<file path="config.mk">
export PLATFORM = sky130hd
export DESIGN_NAME = status_indicator_controller
export DESIGN_NICKNAME = d
export VERILOG_FILES = /design/src/status_ind_pkg.sv /design/src/port_ind_if.sv /design/src/port_indicator.sv /design/src/status_indicator_controller.sv
export SDC_FILE = /design/constraint.sdc
export NUM_CORES = 1
export LEC_CHECK = 0
export ABC_AREA = 1
export BUFFER_PORTS_ARGS = -buffer_cell sky130_fd_sc_hd__clkbuf_2
export CAP_MARGIN = 20
export CORE_MARGIN = 8
export CORE_UTILIZATION = 35
export DETAILED_ROUTE_END_ITERATION = 10
export GPL_TIMING_DRIVEN = 0
export MAX_ROUTING_LAYER = met4
export SYNTH_ARGS = -nofsm -noshare
export SYNTH_HDL_FRONTEND = slang
export SYNTH_HIERARCHICAL = 1
export SYNTH_SLANG_ARGS = --single-unit
</file>
<file path="constraint.sdc">
create_clock -name i_clk -period 5.8 [get_ports i_clk]
set_clock_uncertainty 0.2 [all_clocks]
set_input_delay 0 -clock i_clk [delete_from_list [all_inputs] [get_ports i_clk]]
set_output_delay 0 -clock i_clk [all_outputs]
set_load 0.005 [all_outputs]
</file>
<file path="src/status_ind_pkg.sv">
/*
 * Shared constants and types for the status indicator controller:
 * register map, field positions, reset values and timing counts.
 * Assumes a 250 MHz system clock and a 32-bit APB register bus.
 */
// Function
// - device health dark unpowered, green when normal
// - device health steady red on diagnostic error
// - device health blinks red on restore/comm/power fault
// - bus health dark while off line
// - bus green normal, red unconfigured, blink no exchange
// - robot port indicator shows only robot port
// - tool port indicator shows only tool port
// - robot port indicator dark without link
// - tool port indicator dark without link
// - robot port steady green on idle link
// - tool port steady green on idle link
// - port indicator blinks amber on sporadic activity
// - port steady amber on continuous connected exchange
// - restore button selects name and address erase
// - erase stays pending, done at next power cycle
package status_ind_pkg;

	// register byte offsets
	localparam logic [7:0] STATUS_OFS = 8'h00;
	localparam logic [7:0] CTRL_OFS = 8'h04;
	localparam logic [7:0] BLINK_OFS = 8'h08;
	localparam logic [7:0] INPUT_OFS = 8'h0C;

	// control register fields
	localparam int CTRL_RESTORE_BIT = 0;
	localparam int CTRL_ENABLE_BIT = 1;
	localparam logic [1:0] CTRL_RESET = 2'h2;

	// status register fields
	localparam int ST_DEV_LSB = 0;
	localparam int ST_BUS_LSB = 2;
	localparam int ST_ROBOT_LSB = 4;
	localparam int ST_TOOL_LSB = 6;
	localparam int ST_PENDING_BIT = 8;
	localparam int ST_PHASE_BIT = 9;

	// timing in its own units, then in clock cycles
	localparam int CLK_MHZ = 250;
	localparam int BLINK_HALF_MS = 250;
	localparam int ACT_HOLD_MS = 50;
	localparam int BLINK_HALF_CYC = BLINK_HALF_MS * 1000 * CLK_MHZ;
	localparam int ACT_HOLD_CYC = ACT_HOLD_MS * 1000 * CLK_MHZ;

	// indication of a two-colour health lamp
	typedef enum logic [1:0] {
		HL_OFF,
		HL_GREEN,
		HL_RED,
		HL_RED_BLINK
	} health_t;

endpackage : status_ind_pkg

</file>
<file path="src/port_ind_if.sv">
/*
 * Carrier between the controller and one port indicator slice.
 * Assumes both ends share the system clock.
 */
`timescale 1ns/1ps
interface port_ind_if;
	logic link;          // port has link
	logic act;           // one-cycle frame activity pulse
	logic conn;          // protocol connection established
	logic blink;         // common blink phase
	logic [31:0] hold;   // activity hold time in cycles
	logic green;         // registered green drive
	logic amber;         // registered amber drive
	logic [1:0] state;   // registered indication code

	modport ctrl (output link, act, conn, blink, hold, input green, amber, state);
	modport slice (input link, act, conn, blink, hold, output green, amber, state);
endinterface : port_ind_if

</file>
<file path="src/port_indicator.sv">
/*
 * One Ethernet port lamp: off, green, blinking amber or amber.
 * Assumes activity pulses and link are synchronous to i_clk.
 */
`timescale 1ns/1ps
module port_indicator
	import status_ind_pkg::*;
(
	// clock and reset
	input wire logic i_clk,
	input wire logic i_srst,
	// controller side
	port_ind_if.slice p
);
	typedef enum logic [1:0] {PS_OFF, PS_GREEN, PS_AMBER_BLINK, PS_AMBER} port_state_t;

	logic [31:0] act_cnt_q;   // hold cycles left after the last frame
	logic [31:0] act_cnt_d;
	wire active = (act_cnt_q != 32'h0);
	port_state_t st;          // indication chosen this cycle

	// retrigger on every frame; the hold makes sporadic frames visible
	assign act_cnt_d = p.act ? p.hold : (active ? act_cnt_q - 32'h1 : act_cnt_q);

	always_ff @(posedge i_clk) begin
		if (i_srst || !p.link) begin
			act_cnt_q <= 32'h0;
		end else begin
			act_cnt_q <= act_cnt_d;
		end
	end

	// choose the indication from this port only
	always_comb begin
		if (!p.link) begin
			st = PS_OFF;
		end else if (active && p.conn) begin
			st = PS_AMBER;
		end else if (active) begin
			st = PS_AMBER_BLINK;
		end else begin
			st = PS_GREEN;
		end
	end

	// drive lamps from flops
	always_ff @(posedge i_clk) begin
		if (i_srst) begin
			p.green <= 1'b0;
			p.amber <= 1'b0;
			p.state <= 2'h0;
		end else begin
			p.green <= (st == PS_GREEN);
			p.amber <= (st == PS_AMBER) || ((st == PS_AMBER_BLINK) && p.blink);
			p.state <= st;
		end
	end
endmodule : port_indicator

</file>
<file path="src/status_indicator_controller.sv">
/*
 * Front-panel status indicator controller: device and bus health lamps,
 * two port link/activity lamps, factory restore button and an APB slave.
 * Assumes all inputs are synchronous to i_clk and that the erase marker
 * input comes from storage that survives a power cycle.
 */
// Chosen here: the register addresses and the APB slave port.
`timescale 1ns/1ps
module status_indicator_controller #(
	parameter int BLINK_HALF_CYCLES = status_ind_pkg::BLINK_HALF_CYC,
	parameter int ACT_HOLD_CYCLES = status_ind_pkg::ACT_HOLD_CYC
) (
	// clock and reset
	input wire logic i_clk,
	input wire logic i_srst,

	// apb slave
	input wire logic i_psel,
	input wire logic i_penable,
	input wire logic i_pwrite,
	input wire logic [7:0] i_paddr,
	input wire logic [31:0] i_pwdata,
	output logic [31:0] o_prdata,
	output logic o_pready,
	output logic o_pslverr,

	// device health conditions
	input wire logic i_supply_ok,
	input wire logic i_diag_error,
	input wire logic i_tool_comm_error,
	input wire logic i_input_power_fail,

	// network conditions
	input wire logic i_ip_assigned,
	input wire logic i_config_present,
	input wire logic i_cyclic_exchange,

	// robot-side port
	input wire logic i_robot_link,
	input wire logic i_robot_act,
	input wire logic i_robot_conn,

	// tool-side port
	input wire logic i_tool_link,
	input wire logic i_tool_act,
	input wire logic i_tool_conn,

	// factory restore
	input wire logic i_restore_button,
	input wire logic i_erase_stored,
	output logic o_erase_armed,
	output logic o_clear_name,
	output logic o_clear_ip,

	// lamps
	output logic o_device_health_indicator_green,
	output logic o_device_health_indicator_red,
	output logic o_bus_health_indicator_green,
	output logic o_bus_health_indicator_red,
	output logic o_robot_port_indicator_green,
	output logic o_robot_port_indicator_amber,
	output logic o_tool_port_indicator_green,
	output logic o_tool_port_indicator_amber
);
	import status_ind_pkg::*;

	// refuse periods the counters cannot serve: a half period of one cycle
	// would toggle the blink phase on every edge, one of zero would stall it,
	// and a zero hold would hide every single frame from the port lamps
	// refuse periods the counters cannot serve
	generate
		if (BLINK_HALF_CYCLES < 2 || ACT_HOLD_CYCLES < 1) begin : g_bad
			$error("blink or hold count too small");
		end
	endgenerate

	// blink period source; software may change the half period at run time,
	// and the >= compare wraps at once when a value below the count is written,
	// so a shorter period never stalls the phase for a full counter roll-over
	// blink period source
	logic [31:0] blink_cnt_q;   // cycles into the half period
	logic [31:0] blink_cnt_d;
	logic blink_q;              // common blink phase
	logic [31:0] blink_half_q;  // software half period
	wire blink_wrap = (blink_cnt_q >= blink_half_q - 32'h1);

	// control and restore state
	logic [1:0] ctrl_q;         // restore request and lamp enable
	logic btn_q;                // last button level
	logic pending_q;            // erase armed for next power cycle
	logic boot_done_q;          // first cycle after reset handled
	wire lamps_on = ctrl_q[CTRL_ENABLE_BIT];

	// apb decode; the setup cycle latches read data and raises pready for the
	// access cycle, writes land at the access edge where psel and penable are
	// both high, and an unmapped address is refused with pslverr and changes
	// nothing in the block
	// apb decode
	wire acc = i_psel && i_penable;
	wire wr = acc && i_pwrite;
	wire hit_status = (i_paddr == STATUS_OFS);
	wire hit_ctrl = (i_paddr == CTRL_OFS);
	wire hit_blink = (i_paddr == BLINK_OFS);
	wire hit_input = (i_paddr == INPUT_OFS);
	wire hit_any = hit_status || hit_ctrl || hit_blink || hit_input;
	wire wr_ctrl = wr && hit_ctrl;
	wire wr_blink = wr && hit_blink;
	wire sw_restore = wr_ctrl && i_pwdata[CTRL_RESTORE_BIT];

	// btn_q resets low, the idle level of the button, so a button held through
	// reset release reads as a press; a button held down arms once per reset,
	// on its edge, so a stuck contact re-arms after every reset
	// button edge and restore arming
	wire btn_edge = i_restore_button && !btn_q;
	wire arm = btn_edge || sw_restore;

	// health selections
	health_t dev_sel;
	health_t bus_sel;
	health_t dev_q;
	health_t bus_q;

	// port slices
	port_ind_if robot_if ();
	port_ind_if tool_if ();

	// read data
	logic [31:0] status_word;
	logic [31:0] input_word;
	logic [31:0] rdata;

	// one blink counter serves every blinking lamp so they stay in step
	// separate counters per lamp would drift apart after a period write,
	// and two lamps blinking out of phase read as a different indication
	assign blink_cnt_d = blink_wrap ? 32'h0 : blink_cnt_q + 32'h1;

	always_ff @(posedge i_clk) begin
		if (i_srst) begin
			blink_cnt_q <= 32'h0;
			blink_q <= 1'b0;
		end else begin
			blink_cnt_q <= blink_cnt_d;
			blink_q <= blink_wrap ? !blink_q : blink_q;
		end
	end

	// blink half period register
	// a value below two is ignored rather than clamped, so a bad write
	// leaves the panel blinking exactly as it did before
	always_ff @(posedge i_clk) begin
		if (i_srst) begin
			blink_half_q <= 32'(BLINK_HALF_CYCLES);
		end else if (wr_blink && i_pwdata >= 32'h2) begin
			blink_half_q <= i_pwdata;   // too small a value is ignored
		end
	end

	// control register; the restore bit only reads back as written
	always_ff @(posedge i_clk) begin
		if (i_srst) begin
			ctrl_q <= CTRL_RESET;
		end else if (wr_ctrl) begin
			ctrl_q <= i_pwdata[1:0];
		end
	end

	// restore is only armed here; nothing is cleared until the next power up
	// pending drives o_erase_armed, which the surroundings keep in storage
	// that survives power loss; software cannot withdraw a press, so the
	// blinking lamp tells the truth about the coming erase while it is enabled, powered and free of a diagnostic error
	always_ff @(posedge i_clk) begin
		if (i_srst) begin
			btn_q <= 1'b0;
			pending_q <= 1'b0;
		end else begin
			btn_q <= i_restore_button;
			pending_q <= pending_q || arm;
		end
	end

	// after power up, act on a marker left by the previous run
	// boot_done_q limits the clear to one pulse per reset, so a marker that
	// is slow to drop in storage cannot clear the name and address twice
	always_ff @(posedge i_clk) begin
		if (i_srst) begin
			boot_done_q <= 1'b0;
			o_clear_name <= 1'b0;
			o_clear_ip <= 1'b0;
		end else begin
			boot_done_q <= 1'b1;
			// both stores are cleared together, once
			o_clear_name <= !boot_done_q && i_erase_stored;
			o_clear_ip <= !boot_done_q && i_erase_stored;
		end
	end

	assign o_erase_armed = pending_q;

	// device health: steady red outranks every blinking cause
	// the branch order is the priority: no supply, diagnostic error, the
	// blinking causes, then normal operation
	always_comb begin
		if (!i_supply_ok) begin
			dev_sel = HL_OFF;
		end else if (i_diag_error) begin
			dev_sel = HL_RED;
		end else if (pending_q || i_tool_comm_error || i_input_power_fail) begin
			dev_sel = HL_RED_BLINK;
		end else begin
			dev_sel = HL_GREEN;
		end
	end

	// bus health from network state
	always_comb begin
		if (!i_supply_ok || !i_ip_assigned) begin
			bus_sel = HL_OFF;
		end else if (!i_config_present) begin
			bus_sel = HL_RED;
		end else if (!i_cyclic_exchange) begin
			bus_sel = HL_RED_BLINK;
		end else begin
			bus_sel = HL_GREEN;
		end
	end

	// hold the chosen indications
	always_ff @(posedge i_clk) begin
		if (i_srst) begin
			dev_q <= HL_OFF;
			bus_q <= HL_OFF;
		end else begin
			dev_q <= dev_sel;
			bus_q <= bus_sel;
		end
	end

	// health lamp drives, blink applied at the flop
	// lamps use the selection directly, so they change at the same edge as the registered codes;
	// the lamp enable gates only these last flops, so turning it off darkens
	// the panel without disturbing the indications held for the status word
	always_ff @(posedge i_clk) begin
		if (i_srst) begin
			o_device_health_indicator_green <= 1'b0;
			o_device_health_indicator_red <= 1'b0;
			o_bus_health_indicator_green <= 1'b0;
			o_bus_health_indicator_red <= 1'b0;
		end else begin
			o_device_health_indicator_green <= lamps_on && (dev_sel == HL_GREEN);
			o_device_health_indicator_red <= lamps_on && ((dev_sel == HL_RED) ||
				((dev_sel == HL_RED_BLINK) && blink_q));
			o_bus_health_indicator_green <= lamps_on && (bus_sel == HL_GREEN);
			o_bus_health_indicator_red <= lamps_on && ((bus_sel == HL_RED) ||
				((bus_sel == HL_RED_BLINK) && blink_q));
		end
	end

	// each slice sees only its own port's conditions
	// supply gates the link so that an unpowered module shows no port lamp
	// even while the port still reports link; activity needs no such gate
	assign robot_if.link = i_supply_ok && i_robot_link;
	assign robot_if.act = i_robot_act;
	assign robot_if.conn = i_robot_conn;
	assign robot_if.blink = blink_q;
	assign robot_if.hold = 32'(ACT_HOLD_CYCLES);
	assign tool_if.link = i_supply_ok && i_tool_link;
	assign tool_if.act = i_tool_act;
	assign tool_if.conn = i_tool_conn;
	assign tool_if.blink = blink_q;
	assign tool_if.hold = 32'(ACT_HOLD_CYCLES);

	// robot-side lamp
	port_indicator u_robot (
		.i_clk(i_clk),
		.i_srst(i_srst),
		.p(robot_if)
	);

	// tool-side lamp
	port_indicator u_tool (
		.i_clk(i_clk),
		.i_srst(i_srst),
		.p(tool_if)
	);

	// port lamp drives, one flop after the slice so the enable gates cleanly
	// this costs one more cycle of latency on the port lamps, which no
	// operator can see, in exchange for outputs straight from flops
	always_ff @(posedge i_clk) begin
		if (i_srst) begin
			o_robot_port_indicator_green <= 1'b0;
			o_robot_port_indicator_amber <= 1'b0;
			o_tool_port_indicator_green <= 1'b0;
			o_tool_port_indicator_amber <= 1'b0;
		end else begin
			o_robot_port_indicator_green <= lamps_on && robot_if.green;
			o_robot_port_indicator_amber <= lamps_on && robot_if.amber;
			o_tool_port_indicator_green <= lamps_on && tool_if.green;
			o_tool_port_indicator_amber <= lamps_on && tool_if.amber;
		end
	end

	// status word shows the block's own chosen indications
	always_comb begin
		status_word = 32'h0;
		status_word[ST_DEV_LSB +: 2] = dev_q;
		status_word[ST_BUS_LSB +: 2] = bus_q;
		status_word[ST_ROBOT_LSB +: 2] = robot_if.state;
		status_word[ST_TOOL_LSB +: 2] = tool_if.state;
		status_word[ST_PENDING_BIT] = pending_q;
		status_word[ST_PHASE_BIT] = blink_q;
	end

	// raw condition inputs, for bring-up
	assign input_word = {19'h0, i_restore_button, i_tool_conn, i_tool_link,
		i_robot_conn, i_robot_link, i_cyclic_exchange, i_config_present,
		i_ip_assigned, i_input_power_fail, i_tool_comm_error, i_diag_error,
		i_supply_ok, i_erase_stored};

	// read mux; unmapped addresses read zero
	assign rdata = hit_status ? status_word :
		hit_ctrl ? {30'h0, ctrl_q} :
		hit_blink ? blink_half_q :
		hit_input ? input_word : 32'h0;

	// answer in the access cycle; registering the reply keeps it from a flop
	// while the first access cycle still completes with zero waits
	always_ff @(posedge i_clk) begin
		if (i_srst) begin
			o_prdata <= 32'h0;
			o_pready <= 1'b0;
			o_pslverr <= 1'b0;
		end else begin
			o_prdata <= (i_psel && !i_penable && !i_pwrite) ? rdata : o_prdata;
			o_pready <= i_psel && !i_penable;
			o_pslverr <= i_psel && !i_penable && !hit_any;
		end
	end

endmodule : status_indicator_controller

</file>
Word level (Yosys, flattened, before mapping)

Cells that the tools add are included.

Add/sub/neg operators: 4
$lt $le $gt $ge: 2
Equal/unequal tests: 15
Multiplexer cells: 21
Reductions and logical operators: 59

Operators with widths:

| cell                                                 | count |
|---|---|
| 2-to-1 mux 24 bit                                    | 4 |
| 2-to-1 mux 32 bit                                    | 3 |
| subtractor 32 x 1 -> 32 bit, second input constant   | 3 |
| nonzero test 32 bit                                  | 2 |
| adder 32 x 1 -> 32 bit, second input constant        | 1 |
| >= comparator 32 x 2 -> 1 bit, second input constant | 1 |
| >= comparator 32 bit                                 | 1 |
| logical AND 1 bit                                    | 27 |
| 2-to-1 mux 2 bit                                     | 12 |
| == test 2 bit, second input constant                 | 8 |
| == test 8 x 4 -> 1 bit, second input constant        | 2 |
| logical OR 1 bit                                     | 14 |
| 2-to-1 mux 13 bit                                    | 1 |
| logical NOT 1 bit                                    | 10 |
| == test 2 x 1 -> 1 bit, second input constant        | 4 |
| == test 8 x 3 -> 1 bit, second input constant        | 1 |
| logical NOT 8 bit                                    | 1 |
| OR reduction 2 bit                                   | 3 |
| nonzero test 2 bit                                   | 2 |
| 2-to-1 mux 1 bit                                     | 1 |

Register bits after elaboration: 189
Input bits: 60
Output and inout bits: 45

Longest topological paths before layout

Depth after elaboration: 9
Gate-level depth with buffers: 21

Modules after synthesis

The synthesis kept the hierarchy.

By module, submodules not included:

| module                      | instances | cells an instance | area an instance (um2) | seq. area each (um2) |
|---|---|---|---|---|
| status_indicator_controller | 1         | 931               | 6473.7                 | 2342.2 |
| port_indicator at u_robot   | 1         | 372               | 2439.8                 | 720.7 |
| port_indicator at u_tool    | 1         | 370               | 2268.4                 | 720.7 |

Worst setup path before layout

No wires, ideal clock.

Path kind: register to register
From: register blink_half_q[0]
To: register blink_cnt_q[27]
Library setup time: 0.070 ns
Data arrival time: 2.507 ns
Path slack: 3.024 ns
Stages on the path, launching flop included: 20
Path through: dfxtp_1 -> inv_1 -> ha_1 -> nand2_1 -> nor2_2 -> nand2_2 -> nor2_4 -> nand2_2 -> nor2_2 -> nand3_1 -> xor2_1 -> ha_1 -> nand2_1 -> nor2_1 -> nand2_1 -> inv_1 -> a21oi_1 -> nand3_1 -> buf_2 -> a21oi_1

Longest elaborated chain between the ends: 3

Ends and longest elaborated chain:

| item                         | RTL line                           | text |
|---|---|---|
| start: declaration           | status_indicator_controller.sv:84  | `logic [31:0] blink_half_q;` |
| start signal: assignment     | status_indicator_controller.sv:152 | `blink_half_q <= 32'(BLINK_HALF_CYCLES);` |
| start signal: assignment     | status_indicator_controller.sv:154 | `blink_half_q <= i_pwdata;` |
| subtractor 32 x 1 -> 32 bit  | status_indicator_controller.sv:85  | `wire blink_wrap = (blink_cnt_q >= blink_half_q - 32'h1);` |
| >= comparator 32 bit         | status_indicator_controller.sv:85  |  |
| OR reduction 2 bit (no line) | --                                 |  |
| end signal: assignment       | status_indicator_controller.sv:142 | `blink_cnt_q <= blink_cnt_d;` |
| end: declaration             | status_indicator_controller.sv:81  | `logic [31:0] blink_cnt_q;` |

Every way passes these cells.
A chain may end at the register's enable or synchronous reset.

Worst setup path after layout

Same ends and word-level chain as after synthesis.

==> impl_metrics.csv <==
group,metric,value,unit
run_status,outcome,"finished clean",
critical_path,cp_common_cell,"nand2_1",
synthesis,synth.area.mux_share,0.00358,
floorplanning,core-area,0.0315,sq mm
global_routing,grt_usage,0.180,
critical_path,crit_start,"blink_half_q[0]",
critical_path,path_class,"reg2reg",
timing,setup_tns,0,ns
power_and_ir_drop,pwr-share-comb,0.206,
global_routing,grt_max_degree,21,
critical_path,cp_slowest_cell,"a21oi_1",
routing,wirelength,34.0,mm
cts,clkTransAtPathRegs,0.08,ns
timing,hold_viol_final,0,
cts,clkLatencyLatePin,0.44,ns
cts,post_cts_buffers,0,
synthesis,ys.flop_type,"dfxtp_1",
timing,finalSetupViolCount,0,
global_routing,grt-ovfl-total,0,
routing,drt_iter0_markers,747,
synthesis,synth_top_family_by_area,"simple AND/OR/NAND/NOR gates",
timing,min_period_over_period,0.635,
cts,cts_buffers,17,
placement,placed_cells,2240,
cts,post_cts_resized,0,
layout,antenna_cells,0,
critical_path,critical_path_arrival,3.86,ns
cts,clock_path_buffers,2,
power_and_ir_drop,power,3.26,mW
synthesis,yosys_warnings,6,
critical_path,path_cells,"inv_1 -> ha_1 -> nand2_1 -> nor2_2 -> nand2_2 -> nor2_4 -> nand2_1 -> nor3_2 -> xor2_1 -> inv_1 -> ha_1 -> nand2_1 -> nor2_1 -> nand2_1 -> inv_1 -> a21oi_1 -> nand3_1 -> buf_2 -> a21oi_1",
power_and_ir_drop,peakVddDrop,191,uV
synthesis,ys_seq_area_frac,0.338,
cts,cts_sinks,189,
placement,io_buffers,103,
cts,postCtsHoldBufs,70,
synthesis,syn_area_per_cell,6.68,sq um
synthesis,ys_types,50,
routing,via_per_inst,4.80,
floorplanning,die_width,195,microns
worst_hold_path,holdPathStages,7,
critical_path,crit_path_max_incr_delay,0.37,ns
critical_path,regToRegSetupSlack,2.12,ns
global_routing,grt_pass1_wl,54.8,mm
synthesis,synth_edf_count,0,
synthesis,synthAdderAreaFrac,0.0425,
power_and_ir_drop,pwr_density_cell,237,mW/mm^2
critical_path,worstRegToRegCells,19,
global_routing,grt_pass1_vias,10600,
critical_path,startpoint_type,"register",
layout,drive_above_1_share,0.139,
routing,via_count,11200,
timing,period_needed,3.68,ns
power_and_ir_drop,p_clk_frac,0.379,
power_and_ir_drop,switching_share,0.326,
power_and_ir_drop,static-leakage-power,6.39,nW
power_and_ir_drop,p_switching,1.06,mW
layout,area_growth_syn_to_layout,23.0,%
cts,cts_tree,"done",
floorplanning,start_util,0.355,
timing,max_freq,271,MHz
cts,htreeDepth,4,
timing,slew_violations,0,
layout,instances_no_fill,2342,
critical_path,r2r_end,"blink_cnt_q[27]",
placement,gp_congestion,0.929,
layout,final_nets,2025,
synthesis,syn_area,0.0112,sq mm
critical_path,required,5.97,ns
floorplanning,io_pins,105,
layout,fin_util,0.437,
power_and_ir_drop,internal_power,2.20,mW
timing,relSlewSlack,0.461,
critical_path,path_buf_inv,4,
timing,tightest_slew,0.808,ns
synthesis,synthXorXnorAreaFrac,0.0525,
worst_hold_path,hp-class,"in2reg",
synthesis,syn_inst,1673,
critical_path,crit_fanout,10,
routing,ant_nets,0,
floorplanning,fp.dieArea,0.0379,sq mm
synthesis,synth_seq_cells,189,
critical_path,critPathTopFamily,"simple AND/OR/NAND/NOR gates",
synthesis,synth_simple_gate_area_share,0.378,
power_and_ir_drop,pwr-share-seq,0.415,
timing,rsz0062_at_grt,"no",
routing,firstDrtPassIters,8,
timing,worst_hold_slack,0.0766,ns
run,cap_violations,0,
global_routing,antenna_found_initial,0,
critical_path,cp-end-kind,"register",
routing,wire_per_inst,14.5,microns
routing,drc,0,
synthesis,postSynth.asyncResetShare,0,
floorplanning,row_count,65,
critical_path,r2r_start,"blink_half_q[0]",
synthesis,synth_compound_area_frac,0.112,
placement,dpl.hpwl,26.2,mm
floorplanning,die_h,195,microns
critical_path,endpoint,"blink_cnt_q[27]",
critical_path,cp.depth,19,
cts,cts-root-buf,"clkbuf_16",
==> worst register-to-register path: stages (launching register included) <==
cell     delay (ns)
dfxtp_1        0.31
inv_1          0.15
ha_1           0.21
nand2_1        0.12
nor2_2         0.19
nand2_2        0.11
nor2_4         0.14
nand2_1        0.11
nor3_2         0.15
xor2_1         0.22
inv_1          0.07
ha_1           0.26
nand2_1        0.07
nor2_1         0.05
nand2_1        0.10
inv_1          0.05
a21oi_1        0.37
nand3_1        0.30
buf_2          0.30
a21oi_1        0.14
==> layout by cell type, fill, tap and decap left out, types with 5 or more instances in the layout <==
cell type,count
a21oi_2,22
dfxtp_1,189
ha_1,38
nor3_1,28
clkbuf_2,103
xor2_1,38
xnor2_1,29
buf_6,6
dlygate4sd3_1,70
nand2_1,437
nand4_1,31
nor2_4,10
nor2_1,293
o21ai_0,69
clkbuf_16,17
inv_1,140
a21oi_1,105
or2_0,5
nor2_2,21
buf_2,12
inv_8,6
nand2_2,30
or2_2,6
nor4_1,9
clkbuf_1,25
o211ai_1,7
conb_1,64
nand3_1,64
==> power by group through the flow <==
stage | logic [mW] | clock network [mW] | registers (mW)
floorplan | 0.481 | 0 | 1.38
global placement | 0.626 | 0 | 1.39
detailed placement | 0.630 | 0 | 1.39
CTS | 0.668 | 1.26 | 1.36
global route | 0.754 | 1.32 | 1.36
finish | 0.673 | 1.24 | 1.36
==> layout make-up <==
type,instances,area (sq um)
clock inverters,15,195
fillers,3216,17700
multi-input cells,1352,6810
plain buffers,48,263
inverters,146,554
clock buffers,17,425
flip-flops and latches,189,3780
well taps,402,503
repair buffers,173,1220
==> kinds of logic (layout without fill, tap and decap cells) <==
kind of cell	count (synthesis)	count (layout)
and+or+nand+nor	957	957
DFF	189	189
muxes	4	4
xor gates and xnor gates	67	67
AOI/OAI and AO/OA	222	222
other	2	64
buffers and inverters	194	399
adders and majority gates	38	38
==> flip-flops by register name (all words and copies together) (netlist names), 2 cells and up <==
signal,count
blink_cnt_q,32
blink_half_q,32
o_prdata,32
u_robot/act_cnt_q,32
u_tool/act_cnt_q,32
bus_q,2
ctrl_q,2
dev_q,2
u_robot/p.state,2
u_tool/p.state,2
==> synthesized netlist by cell type (all sizes together) (2+ instances only) <==
master	number	area, sq um
nor4	9	56.3
a21o	4	30.0
clkinv	3	17.5
nand3b	3	22.5
or2	12	75.1
o2bb2ai	2	17.5
nand4	31	194
clkbuf	25	93.8
o21ai	72	360
nor3	34	213
buf	23	169
conb	2	7.51
nor2	327	1400
xnor2	29	254
nand3	69	378
o22ai	2	12.5
o211ai	7	52.6
a21oi	127	718
inv	143	537
o21a	4	30.0
xor2	38	333
ha	38	475
mux2i	4	40.0
dfxtp	189	3780
nand2	471	1870
==> worst min path at each step <==
| stage | endpoint | startpoint | slack (ns) |
|---|---|---|---|
| 2_1_floorplan | dev_q[0] | i_diag_error | -0.12 |
| 3_3_place_gp | dev_q[0] | i_diag_error | 0.01 |
| 3_5_place_dp | dev_q[0] | i_diag_error | 0.01 |
| 4_1_cts | o_prdata[10] | i_paddr[1] | 0.03 |
| 5_1_grt | o_prdata[10] | i_paddr[1] | 0.12 |
| 6_report | o_prdata[10] | i_paddr[1] | 0.08 |
==> through the flow <==
step	setup slack, ns	area, sq um
2_1_floorplan	3.02	11400
3_3_place_gp	2.23	12400
3_5_place_dp	2.18	12400
4_1_cts	2.13	13800
5_1_grt	1.85	13800
6_report	2.12	13800
==> metal layers <==
layer	GRT usage	part of all wire	vias up
met4	0.0564	0.023	0
met3	0.0268	0.046	53
met2	0.300	0.48	290
li1	-	-	5801
met1	0.223	0.46	5089
met5	-	0	-
Power figures use the tool's default switching activity.
